**src/pkg/snft_pkg.sv**
```systemverilog
// constants, encodings and types shared by the serial nand feature table
package snft_pkg;

    // ------------------------------------------------------------------
    // link commands
    // ------------------------------------------------------------------
    localparam logic [7:0] CMD_WRITE_ENABLE  = 8'h06;
    localparam logic [7:0] CMD_WRITE_DISABLE = 8'h04;
    localparam logic [7:0] CMD_GET_FEATURE   = 8'h0F;
    localparam logic [7:0] CMD_SET_FEATURE   = 8'h1F;
    localparam logic [7:0] CMD_PROTECT_EXEC  = 8'h2A;
    localparam logic [7:0] CMD_RESET_A       = 8'hFF;
    localparam logic [7:0] CMD_RESET_B       = 8'hFE;

    // ------------------------------------------------------------------
    // feature addresses
    // ------------------------------------------------------------------
    localparam logic [7:0] ADDR_BLOCK_LOCK   = 8'hA0;
    localparam logic [7:0] ADDR_DEVICE_CFG   = 8'hB0;
    localparam logic [7:0] ADDR_OP_STATUS    = 8'hC0;
    localparam logic [7:0] ADDR_FLIP_THRESH  = 8'h10;
    localparam logic [7:0] ADDR_FLIP_COUNT   = 8'h20;
    localparam logic [7:0] ADDR_MAX_FLIP     = 8'h30;
    localparam logic [7:0] ADDR_FLIP_REP0    = 8'h40;
    localparam logic [7:0] ADDR_FLIP_REP1    = 8'h50;
    localparam logic [7:0] ADDR_FLIP_REP2    = 8'h60;
    localparam logic [7:0] ADDR_FLIP_REP3    = 8'h70;

    // ------------------------------------------------------------------
    // field positions
    // ------------------------------------------------------------------
    localparam int LOCK_WD_BIT     = 7;
    localparam int LOCK_RANGE_LSB  = 3;
    localparam int CFG_PROTECT_BIT = 7;
    localparam int CFG_ID_READ_BIT = 6;
    localparam int CFG_ECC_BIT     = 4;
    localparam int CFG_BBI_BIT     = 2;
    localparam int CFG_FAST_BIT    = 1;
    localparam int THRESH_LSB      = 4;

    // ------------------------------------------------------------------
    // reset values and encodings
    // ------------------------------------------------------------------
    localparam logic       RST_LOCK_WD     = 1'h0;
    localparam logic [2:0] LOCK_RANGE_NONE = 3'h0;
    localparam logic [2:0] LOCK_RANGE_ALL  = 3'h7;
    localparam logic [2:0] RST_LOCK_RANGE  = LOCK_RANGE_ALL;
    localparam logic       RST_PROTECT     = 1'h0;
    localparam logic       RST_ID_READ     = 1'h0;
    localparam logic       RST_ECC         = 1'h1;
    localparam logic       RST_FAST        = 1'h1;
    localparam logic       RST_WEL         = 1'h0;
    localparam logic       BBI_VALUE       = 1'h1;
    localparam logic [3:0] RST_THRESH      = 4'h0;
    localparam logic [2:0] BITS_PER_BYTE_M1 = 3'h7;

    typedef enum logic [2:0] {
        ST_IDLE = 3'b000,
        ST_ADDR = 3'b001,
        ST_DATA = 3'b010,
        ST_OUT  = 3'b011,
        ST_SKIP = 3'b100
    } snft_state_e;

endpackage

```
**src/pkg/snft_link_if.sv**
```systemverilog
// byte-level carrier between the serial front end and the feature core
`timescale 1ns/10ps
interface snft_link_if;
    logic [7:0] rx_byte;
    logic       rx_valid;
    logic       rx_first;
    logic       frame_end;
    logic [7:0] tx_data;

    modport serial (output rx_byte, output rx_valid, output rx_first, output frame_end, input tx_data);
    modport core   (input rx_byte, input rx_valid, input rx_first, input frame_end, output tx_data);
endinterface

```
**src/design/snft_serial.sv**
```systemverilog
// serial front end: sampled sck/si to bytes, bytes to so
`timescale 1ns/10ps
module snft_serial
    import snft_pkg::*;
(
    input  wire logic clk_sys_i,
    input  wire logic rst_n_i,
    input  wire logic cs_n_i,
    input  wire logic sck_i,
    input  wire logic si_i,
    output logic      so_o,
    output logic      so_oe_o,
    snft_link_if.serial link
);

    typedef struct packed {
        logic       sck_q;
        logic       cs_n_q;
        logic [2:0] bit_cnt;
        logic [7:0] rx_sr;
        logic       first;
        logic [7:0] tx_sr;
        logic       so;
        logic       so_oe;
        logic [7:0] rx_byte;
        logic       rx_valid;
        logic       rx_first;
        logic       frame_end;
    } snft_serial_s;

    snft_serial_s q;
    snft_serial_s next_q;
    logic         sck_rise;
    logic         sck_fall;

    // ------------------------------------------------------------------
    // bit engine
    // ------------------------------------------------------------------
    always_comb begin
        next_q           = q;
        next_q.rx_valid  = 1'b0;
        next_q.frame_end = 1'b0;
        next_q.sck_q     = sck_i;
        next_q.cs_n_q    = cs_n_i;
        sck_rise         = sck_i & ~q.sck_q;
        sck_fall         = ~sck_i & q.sck_q;
        if (cs_n_i) begin
            next_q.bit_cnt = 3'h0;
            next_q.first   = 1'b1;
            next_q.so      = 1'b0;
            next_q.so_oe   = 1'b0;
            next_q.frame_end = ~q.cs_n_q;
        end else begin
            next_q.so_oe = 1'b1;
            if (sck_rise) begin
                next_q.rx_sr   = {q.rx_sr[6:0], si_i};
                next_q.bit_cnt = q.bit_cnt + 3'h1;
                if (q.bit_cnt == BITS_PER_BYTE_M1) begin
                    next_q.rx_byte  = {q.rx_sr[6:0], si_i};
                    next_q.rx_valid = 1'b1;
                    next_q.rx_first = q.first;
                    next_q.first    = 1'b0;
                end
            end
            // reload on every byte boundary so live status is re-read each byte
            if (sck_fall) begin
                if (q.bit_cnt == 3'h0) begin
                    next_q.so    = link.tx_data[7];
                    next_q.tx_sr = {link.tx_data[6:0], 1'b0};
                end else begin
                    next_q.so    = q.tx_sr[7];
                    next_q.tx_sr = {q.tx_sr[6:0], 1'b0};
                end
            end
        end
    end

    always_ff @(posedge clk_sys_i or negedge rst_n_i) begin
        if (!rst_n_i) begin
            q <= '{sck_q: 1'b0, cs_n_q: 1'b1, first: 1'b1, default: '0};
        end else begin
            q <= next_q;
        end
    end

    assign so_o           = q.so;
    assign so_oe_o        = q.so_oe;
    assign link.rx_byte   = q.rx_byte;
    assign link.rx_valid  = q.rx_valid;
    assign link.rx_first  = q.rx_first;
    assign link.frame_end = q.frame_end;

endmodule

```
**src/design/snft_top.sv**
```systemverilog
// feature and status register bank behind the serial command link
`timescale 1ns/10ps

// Summary of operation
// - set-feature values survive soft reset commands; only power-on restores them.
// - set-feature never touches the write enable latch.
// - reserved feature bits always read as zero.
// - ecc related fields except the flip threshold report zero while internal ecc is disabled.
// - power-on reset loads every feature bit with its default.
// - write protect low with lock write disable set freezes lock fields.
// - three-bit lock range, none to all, defaults to all locked.
// - protect enable defaults zero; protect execute accepted only when set.
// - id read enable bit selects parameter page and unique id mode.
// - ecc enable bit switches internal ecc, default on.
// - bad block inhibit bit is read-only and reads one.
// - fast read enable bit selects high speed page read, default on.
// - get-feature repeats the selected byte until chip select rises.
// - write enable command sets the write enable latch.
// - status bit zero reads one while busy, zero when ready.
module snft_top
    import snft_pkg::*;
(
    input  wire logic        clk_sys_i,
    input  wire logic        rst_n_i,
    input  wire logic        cs_n_i,
    input  wire logic        sck_i,
    input  wire logic        si_i,
    input  wire logic        wp_n_i,
    input  wire logic        op_in_progress_i,
    input  wire logic [1:0]  ecc_state_i,
    input  wire logic        program_fail_i,
    input  wire logic        erase_fail_i,
    input  wire logic [7:0]  flip_count_i,
    input  wire logic [3:0]  max_flip_i,
    input  wire logic [2:0]  max_flip_sector_i,
    input  wire logic [31:0] flip_report_i,
    output logic             so_o,
    output logic             so_oe_o,
    output logic             lock_reg_write_disable_o,
    output logic [2:0]       lock_range_o,
    output logic             protect_enable_o,
    output logic             id_read_enable_o,
    output logic             ecc_enable_o,
    output logic             fast_read_enable_o,
    output logic [3:0]       flip_threshold_o,
    output logic             write_enable_latch_o,
    output logic             protect_exec_o,
    output logic             soft_reset_o
);

    typedef struct packed {
        snft_state_e state;
        logic [7:0]  cmd;
        logic [7:0]  addr;
        logic        lock_wd;
        logic [2:0]  lock_range;
        logic        protect_en;
        logic        id_read_en;
        logic        ecc_en;
        logic        fast_en;
        logic        write_enable_latch;
        logic [3:0]  thresh;
        logic        protect_exec;
        logic        soft_reset;
    } snft_core_s;

    // ------------------------------------------------------------------
    // reset release
    // ------------------------------------------------------------------
    logic rst_meta_n;
    logic rst_sync_n;

    always_ff @(posedge clk_sys_i or negedge rst_n_i) begin
        if (!rst_n_i) begin
            rst_meta_n <= 1'b0;
            rst_sync_n <= 1'b0;
        end else begin
            rst_meta_n <= 1'b1;
            rst_sync_n <= rst_meta_n;
        end
    end

    // ------------------------------------------------------------------
    // serial front end
    // ------------------------------------------------------------------
    snft_link_if link ();

    snft_serial u_serial (
        .clk_sys_i (clk_sys_i),
        .rst_n_i   (rst_sync_n),
        .cs_n_i    (cs_n_i),
        .sck_i     (sck_i),
        .si_i      (si_i),
        .so_o      (so_o),
        .so_oe_o   (so_oe_o),
        .link      (link.serial)
    );

    snft_core_s q;
    snft_core_s next_q;
    logic       cmd_byte;
    logic       busy_allowed;
    logic       lock_frozen;

    // ------------------------------------------------------------------
    // feature read decode
    // ------------------------------------------------------------------
    function automatic logic [7:0] feature_read(input logic [7:0] addr, input snft_core_s c,
                                                input logic busy, input logic [1:0] eccs,
                                                input logic pfail, input logic efail,
                                                input logic [7:0] fcnt, input logic [3:0] mflip,
                                                input logic [2:0] msect, input logic [31:0] frep);
        logic [7:0] v;
        v = 8'h00;
        if (addr == ADDR_BLOCK_LOCK) begin
            v[LOCK_WD_BIT] = c.lock_wd;
            v[LOCK_RANGE_LSB +: 3] = c.lock_range;
        end else if (addr == ADDR_DEVICE_CFG) begin
            v[CFG_PROTECT_BIT] = c.protect_en;
            v[CFG_ID_READ_BIT] = c.id_read_en;
            v[CFG_ECC_BIT]     = c.ecc_en;
            v[CFG_BBI_BIT]     = BBI_VALUE;
            v[CFG_FAST_BIT]    = c.fast_en;
        end else if (addr == ADDR_OP_STATUS) begin
            v[5:4] = c.ecc_en ? eccs : 2'h0;
            v[3]   = pfail;
            v[2]   = efail;
            v[1]   = c.write_enable_latch;
            v[0]   = busy;
        end else if (addr == ADDR_FLIP_THRESH) begin
            v[THRESH_LSB +: 4] = c.thresh;
        end else if (!c.ecc_en) begin
            v = 8'h00;
        end else if (addr == ADDR_FLIP_COUNT) begin
            v = fcnt;
        end else if (addr == ADDR_MAX_FLIP) begin
            v = {mflip, 1'b0, msect};
        end else if (addr == ADDR_FLIP_REP0) begin
            v = frep[7:0];
        end else if (addr == ADDR_FLIP_REP1) begin
            v = frep[15:8];
        end else if (addr == ADDR_FLIP_REP2) begin
            v = frep[23:16];
        end else if (addr == ADDR_FLIP_REP3) begin
            v = frep[31:24];
        end else begin
            v = 8'h00;
        end
        return v;
    endfunction

    // status is sampled live so busy and fail bits track while the byte repeats
    assign link.tx_data = (q.state == ST_OUT) ?
        feature_read(q.addr, q, op_in_progress_i, ecc_state_i, program_fail_i, erase_fail_i,
                     flip_count_i, max_flip_i, max_flip_sector_i, flip_report_i) : 8'h00;

    assign cmd_byte     = link.rx_valid & link.rx_first & (q.state == ST_IDLE);
    // while busy only get-feature (any address) and the two reset commands are honoured
    assign busy_allowed = ~op_in_progress_i | (link.rx_byte == CMD_GET_FEATURE) |
                          (link.rx_byte == CMD_RESET_A) | (link.rx_byte == CMD_RESET_B);
    assign lock_frozen  = ~wp_n_i & q.lock_wd;

    // ------------------------------------------------------------------
    // command engine
    // ------------------------------------------------------------------
    always_comb begin
        next_q              = q;
        next_q.protect_exec = 1'b0;
        next_q.soft_reset   = 1'b0;
        if (link.frame_end) begin
            next_q.state = ST_IDLE;
        end else if (link.rx_valid) begin
            case (q.state)
                ST_IDLE: begin
                    next_q.state = ST_SKIP;
                    next_q.cmd   = link.rx_byte;
                    if (cmd_byte && busy_allowed) begin
                        if ((link.rx_byte == CMD_GET_FEATURE) || (link.rx_byte == CMD_SET_FEATURE)) begin
                            next_q.state = ST_ADDR;
                        end else if (link.rx_byte == CMD_WRITE_ENABLE) begin
                            next_q.write_enable_latch = 1'b1;
                        end else if (link.rx_byte == CMD_WRITE_DISABLE) begin
                            next_q.write_enable_latch = 1'b0;
                        end else if (link.rx_byte == CMD_PROTECT_EXEC) begin
                            next_q.protect_exec = q.protect_en & q.write_enable_latch;
                        end else if ((link.rx_byte == CMD_RESET_A) || (link.rx_byte == CMD_RESET_B)) begin
                            next_q.soft_reset = 1'b1;
                        end
                    end
                end
                ST_ADDR: begin
                    next_q.addr  = link.rx_byte;
                    next_q.state = (q.cmd == CMD_GET_FEATURE) ? ST_OUT : ST_DATA;
                end
                ST_DATA: begin
                    next_q.state = ST_SKIP;
                    if (q.addr == ADDR_BLOCK_LOCK) begin
                        if (!lock_frozen) begin
                            next_q.lock_wd    = link.rx_byte[LOCK_WD_BIT];
                            next_q.lock_range = link.rx_byte[LOCK_RANGE_LSB +: 3];
                        end
                    end else if (q.addr == ADDR_DEVICE_CFG) begin
                        next_q.protect_en = link.rx_byte[CFG_PROTECT_BIT];
                        next_q.id_read_en = link.rx_byte[CFG_ID_READ_BIT];
                        next_q.ecc_en     = link.rx_byte[CFG_ECC_BIT];
                        next_q.fast_en    = link.rx_byte[CFG_FAST_BIT];
                    end else if (q.addr == ADDR_FLIP_THRESH) begin
                        next_q.thresh = link.rx_byte[THRESH_LSB +: 4];
                    end
                    // status, count and report addresses are read-only: write dropped
                end
                ST_OUT: begin
                    next_q.state = ST_OUT;
                end
                default: begin
                    next_q.state = ST_SKIP;
                end
            endcase
        end
    end

    // only the power-on reset reaches these flops; soft reset is a pulse out
    always_ff @(posedge clk_sys_i or negedge rst_sync_n) begin
        if (!rst_sync_n) begin
            q <= '{state: ST_IDLE, cmd: 8'h00, addr: 8'h00, lock_wd: RST_LOCK_WD,
                   lock_range: RST_LOCK_RANGE, protect_en: RST_PROTECT, id_read_en: RST_ID_READ,
                   ecc_en: RST_ECC, fast_en: RST_FAST, write_enable_latch: RST_WEL, thresh: RST_THRESH,
                   protect_exec: 1'b0, soft_reset: 1'b0};
        end else begin
            q <= next_q;
        end
    end

    assign lock_reg_write_disable_o = q.lock_wd;
    assign lock_range_o             = q.lock_range;
    assign protect_enable_o         = q.protect_en;
    assign id_read_enable_o         = q.id_read_en;
    assign ecc_enable_o             = q.ecc_en;
    assign fast_read_enable_o       = q.fast_en;
    assign flip_threshold_o         = q.thresh;
    assign write_enable_latch_o     = q.write_enable_latch;
    assign protect_exec_o           = q.protect_exec;
    assign soft_reset_o             = q.soft_reset;
endmodule

```
**config.mk**
```make
export PLATFORM = sky130hd
export DESIGN_NAME = snft_top
export DESIGN_NICKNAME = d
export VERILOG_FILES = /design/src/pkg/snft_pkg.sv /design/src/pkg/snft_link_if.sv /design/src/design/snft_serial.sv /design/src/design/snft_top.sv
export SDC_FILE = /design/constraint.sdc
export NUM_CORES = 1
export LEC_CHECK = 0
export BUFFER_PORTS_ARGS = -buffer_cell sky130_fd_sc_hd__buf_2
export CORE_MARGIN = 1.5
export CORE_UTILIZATION = 55
export DETAILED_ROUTE_END_ITERATION = 12
export PLACE_DENSITY_LB_ADDON = 0.12
export SETUP_SLACK_MARGIN = 0.3
export SLEW_MARGIN = 20
export SYNTH_ARGS = -nofsm -noshare
export SYNTH_HDL_FRONTEND = slang
export SYNTH_HIERARCHICAL = 1
export SYNTH_SLANG_ARGS = --single-unit
```
**constraint.sdc**
```tcl
create_clock -name clk_sys_i -period 2.9 [get_ports clk_sys_i]
set_input_delay 0.145 -clock clk_sys_i [delete_from_list [all_inputs] [get_ports clk_sys_i]]
set_output_delay 0.145 -clock clk_sys_i [all_outputs]
set_load 0.05 [all_outputs]
```
==> metrics.txt, run 1 <==
critical path class=reg2reg; CP endpoint kind=register; achievable frequency=433 MHz; internal power=1.52 mW; H-tree depth=3; part of the cycle the worst path needs=0.796; diode count=0; Leak=2.07 nW; CP Launch Type=register; pin count of the biggest net entering global routing=53; average size of a mapped cell=11.1 um^2; vias in the first global route=2623; peak fanout along the critical path=22; CTS Root Cell=clkbuf_8; starting density of the core=0.581; Mapped Area=3770 um^2; CTS max path bufs=2; most frequent CP cell=a21oi_1; total CTS buffers=9; worst IR drop on VDD=350 uV; Net Switching=0.475 mW; Global Route Usage Sum=0.233; critical-path cell list=or3b_2 > nor4_1 > a211oi_1 > a21oi_1 > mux2i_1 > a21oi_1; wire length per cell=17.0 um; std cell rows=29; setup_tns=0 ns; maxcap violations=0; Worst Max-Slew Pin Slew=0.831 ns; Clock power frac=0.376; switching fraction of total power=0.239; Worst EP required=3.16 ns; worst min-delay path class=in2reg; die area=7360 um^2; syn nets=400; Async S/R FF share, synth=1.00; power density over the cells=463 nW/um^2; Post-Route WL=8180 um; HPWL after DPL=6040 um; sequential area share after synthesis=0.460; area grow syn2layout=14.2%; Comb power frac=0.086; Critical Path AT=2.56 ns; commonest cells after routing, fill and taps aside=74 x buf_2, 61 x dfrtp_1, 44 x mux2_2, 20 x nor2_1, 18 x a21oi_1; Avg Vias per Cell=5.79; Vias=2781; Worst path max stage delay=0.65 ns; CTS tree=done; Final Hold Viols=0; post-synth cell types=58; GR Overflow Total=0; worst clock skew=0.0141 ns; DIE WIDTH=85.8 um; unrepaired setup endpoints after global routing=no; die height=85.8 um; Worst slew margin=0.445; outcome=complete, no violations; Tmin final=2.31 ns; Slew Limit Fails=0; initial drt markers=214; Mapped Cells=339; IO Pins=75; first-pass GRT wire length=13200 um; share of cells above drive strength 1=0.392; top_reg_cell synth=dfrtp_1; Worst-path clk slew=0.08 ns; Core Footprint=6490 um^2; Seq pwr share=0.537; CP max stage cell=dfrtp_1; TritonRoute pass-1 iters=4; Skew-Pair Late Insertion Delay=0.34 ns; Final ANT Viol Nets=0; Final Net Count=459; most common cell after layout, fill and taps aside=buf_2; clk sinks=69; Remaining DRCs=0; synth warn=6; port buffer count=74; initial antenna violation count=0; Power, Total=1.99 mW; EDFF count, synth=0; final weighted congestion in routability-driven placement=0.937; Final setup viols=0; Yosys reg bits=69
state kept, by name (all words and copies together), names as in the netlist, 3 cells and up:
register               cells
q                         19
flip_threshold_o           4
lock_range_o               3
u_serial/q                20
u_serial/link.rx_byte      8
final timing paths:
check	from	endpoint	slack (ns)	depth (start not counted)
setup / recovery	q[20]	u_serial/q[18]	0.59	6
hold / removal	si_i	u_serial/link.rx_byte[0]	0.04	2
setup reg to reg	q[20]	u_serial/q[18]	0.59	6
hold reg to reg	rst_sync_n	u_serial/so_oe_o	0.17	0
max in group asynchronous	rst_sync_n	q[20]	1.77	1
min in group asynchronous	rst_n_i	rst_sync_n	0.12	2
worst max-delay path: cells and delay by family (launching register included):
family / cells / cell delay (ns)
compound gates: 3 / 0.52
simple gates: 2 / 0.94
flops: 1 / 0.65
mux: 1 / 0.11
metal layers:
layer  routed length [um]  vias up  global-route usage
met4                   68        0              0.0645
met1                 3760     1372               0.343
met5                    0        -                   0
met3                  410        7              0.0356
met2                 3940       64               0.361
li1                     -     1338                   -
cell usage after synthesis, drive strengths merged (2+ instances only):
cell type | instances | area [um^2]
ha | 3 | 37.5
nand3 | 7 | 35.0
inv | 12 | 45.0
nand3b | 3 | 22.5
o21ai | 6 | 30.0
buf | 26 | 173
and2 | 4 | 25.0
clkbuf | 7 | 26.3
or4 | 2 | 15.0
o31ai | 2 | 15.0
nor2 | 21 | 81.3
o211ai | 2 | 15.0
o32ai | 2 | 17.5
mux2i | 17 | 170
o21bai | 3 | 22.5
nand2b | 7 | 43.8
a21boi | 2 | 15.0
mux4 | 5 | 113
nand4 | 3 | 25.0
nor3 | 9 | 61.3
o2bb2ai | 3 | 26.3
nor2b | 8 | 50.1
nor3b | 5 | 53.8
and3 | 5 | 31.3
a2bb2oi | 2 | 17.5
dfstp | 7 | 184
a211oi | 2 | 15.0
nor4 | 7 | 58.8
a21oi | 18 | 90.1
a22oi | 4 | 30.0
dfrtp | 62 | 1550
mux2 | 44 | 495
nand2 | 13 | 48.8
nand4b | 2 | 17.5
through the flow:
stage,util,cell area (um^2),setup slack [ns],hold WS (ns),cells
floorplan,-,3770,0.849,-0.151,339
global placement,0.629,4080,0.681,-0.0699,461
detailed placement,0.629,4080,0.626,-0.0672,461
CTS,0.663,4310,0.619,0.0395,480
global route,0.663,4310,0.386,0.0407,480
finish,0.663,4310,0.592,0.0431,480
what timing repair did:
action,4_1_cts,5_1_grt
gates resized for setup,0,0
hold endpoints to repair,4,0
hold buffers,3,0
endpoints found under the setup margin,0,0
buffers inserted,0,0
power by group through the flow:
stage | clock, mW | sequential (mW) | combinational [mW]
floorplan | 0 | 1.09 | 0.0964
global placement | 0 | 1.08 | 0.164
detailed placement | 0 | 1.09 | 0.170
CTS | 0.764 | 1.07 | 0.175
global route | 0.805 | 1.08 | 0.193
finish | 0.750 | 1.07 | 0.172
area by class of cell:
| class | instances | area (um^2) |
|---|---|---|
| clock buffer | 10 | 128 |
| clock inverter | 6 | 65.1 |
| fill | 532 | 2190 |
| inverter | 12 | 45.0 |
| multi-input combinational | 225 | 1790 |
| sequential | 69 | 1740 |
| tap | 77 | 96.3 |
| timing repair buffer | 81 | 443 |
cells by family after synthesis:
group           synth area share
simple gates               0.160
flops                      0.460
mux                        0.206
compound gates            0.0959
buf+inv                   0.0647
fa+ha+maj                0.00995
other cells             0.000994
xor+xnor                 0.00232
(Power assumes the default switching activity.)
==> run 2: changes to the inputs <==
- clock period: 2.9 -> 2.2 ns (I/O delays scaled with it)
==> run 2 against run 1 <==
  * Count of clock-buffer cells in the layout is 4 higher
  * Clock skew down 0.0046 ns
  * Routed wire length is 6.6% higher
  * Total power increased by 34%
  * Global-route usage increased by 1.4 points
  * Critical path depth unchanged
  * Utilization rose by 4.8 points
  * Sequential share of layout area shrank 2.7 points
  * Design area increased by 7.2%
  * Critical path type unchanged
  * Largest power group unchanged
==> metrics.txt, run 2 (synthesis results as in run 1) <==
worst hold slack=0.0217 ns (-0.0214 ns); first-pass GRT wire length=13900 um (+5.2%); CTS Root Cell=clkbuf_8; maxcap violations=0 (unchanged); placed insts=473 (+2.6%); Remaining DRCs=0 (unchanged); Final ANT Viol Nets=0 (unchanged); Slew Limit Fails=0 (unchanged); worst IR drop on VDD=450 uV (+29%); share of cells above drive strength 1=0.462 (+0.0700); Worst EP required=2.47 ns (-0.69 ns); Final Net Count=479 (+4.4%); std cell rows=29 (unchanged); CTS tree=done; pin count of the biggest net entering global routing=68 (+28%); CP Launch Type=register; initial drt markers=144 (-33%); Vias=2912 (+4.7%); die area=7360 um^2 (unchanged); Fill cells=500 (-6.0%); commonest cells after routing, fill and taps aside=74 x buf_2, 60 x dfrtp_1, 41 x mux2_2, 20 x nor2_1, 20 x buf_4; worst clock skew=0.00952 ns (-0.00459 ns); HPWL after DPL=6390 um (+5.8%); area grow syn2layout=22.4%; port buffer count=74 (unchanged); Tmin final=1.92 ns (-0.387 ns); Worst-path clk slew=0.07 ns (about the same); TritonRoute pass-1 iters=4 (unchanged); vias in the first global route=2829 (+7.9%); setup_tns=0 ns (unchanged); worst min-delay path class=in2reg; power density over the cells=577 nW/um^2 (+25%); max reg flops=20 (unchanged); Worst slew margin=0.486 (+0.0410); diode count=0 (unchanged); CP endpoint kind=register; Final Hold Viols=0 (unchanged); fin cells=499 (+4.0%); initial antenna violation count=0 (unchanged); H-tree depth=3 (unchanged); die height=85.8 um (unchanged); achievable frequency=521 MHz (+20%); Leak=2.19 nW (+6.1%); Skew-Pair Late Insertion Delay=0.34 ns (about the same); Post-Route WL=8720 um (+6.6%); starting density of the core=0.581 (unchanged); GR Overflow Total=0 (unchanged); Core Footprint=6490 um^2 (unchanged); outcome=complete, no violations; part of the cycle the worst path needs=0.873 (+0.0772); final weighted congestion in routability-driven placement=0.958 (+2.3%); most common cell after layout, fill and taps aside=buf_2; Avg Vias per Cell=5.84 (+0.72%); total CTS buffers=9 (unchanged); critical path class=reg2reg; Critical Path AT=2.19 ns (-0.37 ns); wire length per cell=17.5 um (+2.5%); peak fanout along the critical path=6 (-73%); unrepaired setup endpoints after global routing=yes; largest register by flop count=u_serial/q; CTS max path bufs=2 (unchanged); clk sinks=69 (unchanged); Global Route Usage Sum=0.247 (+0.0144); IO Pins=75 (unchanged); Worst Max-Slew Pin Slew=0.768 ns (-0.0632 ns); DIE WIDTH=85.8 um (unchanged); Final setup viols=0 (unchanged)
==> run 2: changes by cell type in the layout (fill, tap and decap cells not counted), sizes merged <==
cell	before	now
clkbuf	10	14
clkinv	4	0
clkinvlp	1	0
buf	78	98
==> run 2: what timing repair did <==
item                                   CTS  global route
pin swaps                                7            20
gates resized for setup                 13            22
hold buffers                             3             0
endpoints found under the hold margin    4             0
setup endpoints to repair               12            27
buffers inserted                         2             6
==> run 2: where the power goes <==
part           switching [mW]  leakage, nW  total, mW  internal [mW]
Sequential             0.0561        0.891       1.41           1.35
Clock                   0.433       0.0968       1.01          0.581
Combinational           0.109         1.20      0.238          0.129
==> run 2: layout make-up <==
type	instances	area [um^2]	share of cell area
well taps	77	96.3	0.0209
multi-input cells	225	1940	0.420
inverters	12	45.0	0.00976
repair buffers	101	604	0.131
clock inverters	1	30.0	0.00650
clock buffers	14	163	0.0352
flip-flops and latches	69	1740	0.376
==> run 2: worst paths after layout <==
| path | start | endpoint | slack, ns | cells after the start |
|---|---|---|---|---|
| setup / recovery | q[15] | u_serial/q[18] | 0.28 | 6 |
| hold / removal | si_i | u_serial/link.rx_byte[0] | 0.02 | 2 |
| setup reg to reg | q[15] | u_serial/q[18] | 0.28 | 6 |
| hold reg to reg | rst_sync_n | q[19] | 0.26 | 1 |
| max in group asynchronous | rst_sync_n | ecc_enable_o | 1.59 | 1 |
| min in group asynchronous | rst_n_i | rst_meta_n | 0.09 | 2 |
==> run 2: stage by stage <==
step / setup slack (ns) / area, um^2 / utilization / total power, mW
final: 0.279 / 4620 / 0.711 / 2.66
after global routing: 0.207 / 4620 / 0.711 / 2.76
after CTS: 0.276 / 4470 / 0.688 / 2.69
after detailed placement: 0.0288 / 4170 / 0.642 / 1.67
after global placement: 0.151 / 4170 / 0.642 / 1.65
after floorplan: 0.337 / 3770 / - / 1.56
==> run 2: per-layer routing <==
metal	track usage	routed length (um)	vias up
met1	0.347	4050	1429
met2	0.389	4160	93
met5	0	0	-
met3	0.0472	368	15
li1	-	-	1375
met4	0.0836	131	0
==> run 2: worst max-delay path, stage by stage (launching register included) <==
cell and delay [ns]:
dfrtp_1 0.41, or4_4 0.65, nor4_4 0.19, o31ai_1 0.11, a21oi_1 0.23, mux2i_1 0.12
a21oi_1 0.13
==> run 3: changes to the inputs <==
- PLACE_DENSITY_LB_ADDON: 0.12 -> 0.15
==> run 3 against run 2 <==
  * Sequential share of layout area about the same
  * Combinational power about the same
  * Highest routed layer unchanged
  * Critical endpoint is now u_serial/q[19]
  * Cell count unchanged
  * Via count increased by 2.4%
  * Clock power up 12%
  * Non-clock buffer count fell by 1
  * Global-route usage increased by 0.25 points
  * Routed wire length grew 2.0%
==> metrics.txt, run 3 (synthesis results as in run 1) <==
outcome=complete, no violations; Core Footprint=6490 um^2 (unchanged); GR Overflow Total=0 (unchanged); worst IR drop on VDD=492 uV (+9.3%); largest register by flop count=u_serial/q; met2 Track Usage GR=0.399 (+0.0100); clk sinks=69 (unchanged); HPWL after DPL=6450 um (+1.0%); worst clock skew=0.00981 ns (+0.000287 ns); Worst Max-Slew Pin Slew=0.700 ns (-0.0683 ns); port buffer count=74 (unchanged); critical path class=reg2reg; Remaining DRCs=0 (unchanged); Leak=2.20 nW (+0.49%); die area=7360 um^2 (unchanged); CTS max path bufs=2 (unchanged); Worst EP required=2.46 ns (about the same); setup_tns=0 ns (unchanged); wire length per cell=17.8 um (+2.0%); met3 Resource Use GR=0.0577 (+0.0106); DIE WIDTH=85.8 um (unchanged); first-pass GRT wire length=14100 um (+1.3%); IO Pins=75 (unchanged); achievable frequency=510 MHz (-2.1%); CP Launch Type=register; total CTS buffers=9 (unchanged); Final setup viols=0 (unchanged); max reg flops=20 (unchanged); Reg-to-Reg End=u_serial/q[19]; Avg Vias per Cell=5.98 (+2.4%); global route hottest layer=met2; starting density of the core=0.581 (unchanged); final instance area=4620 um^2 (+0.16%); Final Hold Viols=0 (unchanged); placed insts=475 (+0.42%); Global Route Usage Sum=0.250 (+0.00253); Worst-path clk slew=0.07 ns (about the same); maxcap violations=0 (unchanged); Critical Path AT=2.22 ns (+0.03 ns); initial drt markers=231 (+60%); end of the worst hold path=u_serial/q[22]; Power, Total=2.78 mW (+4.2%); area grow syn2layout=22.6%; Slew Limit Fails=0 (unchanged); Post-Route WL=8890 um (+2.0%); die height=85.8 um (unchanged); R2R setup slack=0.24 ns (-0.04 ns); commonest cells after routing, fill and taps aside=74 x buf_2, 59 x dfrtp_1, 42 x mux2_2, 20 x nor2_1, 19 x buf_4; pin count of the biggest net entering global routing=68 (unchanged); CTS Root Cell=clkbuf_8; Tmin final=1.96 ns (+0.0413 ns); fin cells=499 (unchanged); Register-to-Register Path Depth=6 (unchanged); most common cell after layout, fill and taps aside=buf_2; CP endpoint kind=register; Final ANT Viol Nets=0 (unchanged); TritonRoute pass-1 iters=5 (+1); R2R Path Start=q[17]; Min-Delay Path Depth=2 (unchanged); H-tree depth=3 (unchanged); Vias=2982 (+2.4%); CTS tree=done; placed inst area=4190 um^2 (+0.36%); share of cells above drive strength 1=0.467 (+0.00474); vias in the first global route=2852 (+0.81%); peak fanout along the critical path=6 (unchanged); power density over the cells=600 nW/um^2 (+4.1%); GRT met1 Usage=0.344 (-0.00304); final weighted congestion in routability-driven placement=0.954 (-0.46%); worst hold slack=0.0270 ns (+0.00527 ns); Final Net Count=478 (-0.21%); HP Start=si_i; Worst slew margin=0.531 (+0.0458); worst min-delay path class=in2reg; Skew-Pair Late Insertion Delay=0.34 ns (about the same); std cell rows=29 (unchanged); part of the cycle the worst path needs=0.892 (+0.0188); diode count=0 (unchanged); unrepaired setup endpoints after global routing=yes; initial antenna violation count=0 (unchanged)
run 3: repair_timing:
| action | CTS | global route |
|---|---|---|
| buffers inserted | 2 | 3 |
| endpoints found under the setup margin | 20 | 22 |
| endpoints found under the hold margin | 4 | 0 |
| hold buffers | 3 | 0 |
| gates resized for setup | 12 | 19 |
| pin swaps | 4 | 16 |
run 3: worst max path at each step:
stage               startpoint  slack, ns             end  cells after the start
floorplan                q[16]       0.34   u_serial/so_o                      7
detailed placement       q[16]       0.10  u_serial/q[18]                      6
global route             q[17]       0.17  u_serial/q[20]                      6
finish                   q[17]       0.24  u_serial/q[19]                      6
CTS                      q[16]       0.27  u_serial/q[18]                      6
global placement         q[16]       0.19  u_serial/q[18]                      6
run 3: worst max-delay path, cell delays in order (launching register included):
cell and delay [ns]:
dfrtp_1 0.42, or4_4 0.65, nor3_4 0.20, nand2_1 0.11
a31oi_1 0.20, mux2i_1 0.11, a21oi_1 0.18
run 3: per-stage QoR:
stage / worst slack (ns) / utilization
floorplan: 0.337 / -
global placement: 0.188 / 0.645
detailed placement: 0.102 / 0.645
CTS: 0.268 / 0.693
global route: 0.169 / 0.712
finish: 0.238 / 0.712
run 3: power breakdown:
group	leakage, nW	internal [mW]	switching (mW)	total (mW)
Sequential	0.889	1.35	0.0541	1.41
Combinational	1.20	0.130	0.106	0.236
Clock	0.112	0.666	0.466	1.13
run 3: area by class of cell:
cell class                      count  area [um^2]
Multi-Input combinational cell    225         1920
Fill cell                         482         1870
Sequential cell                    69         1740
Timing Repair Buffer              100          597
Clock buffer                       10          138
Tap cell                           77         96.3
Clock inverter                      6         86.3
Inverter                           12         45.0
run 3: routing by layer:
metal  up-vias  wire length, um
li1       1377                -
met2       119             4410
met5         -                0
met3        16              572
met1      1470             3810
met4         0               93
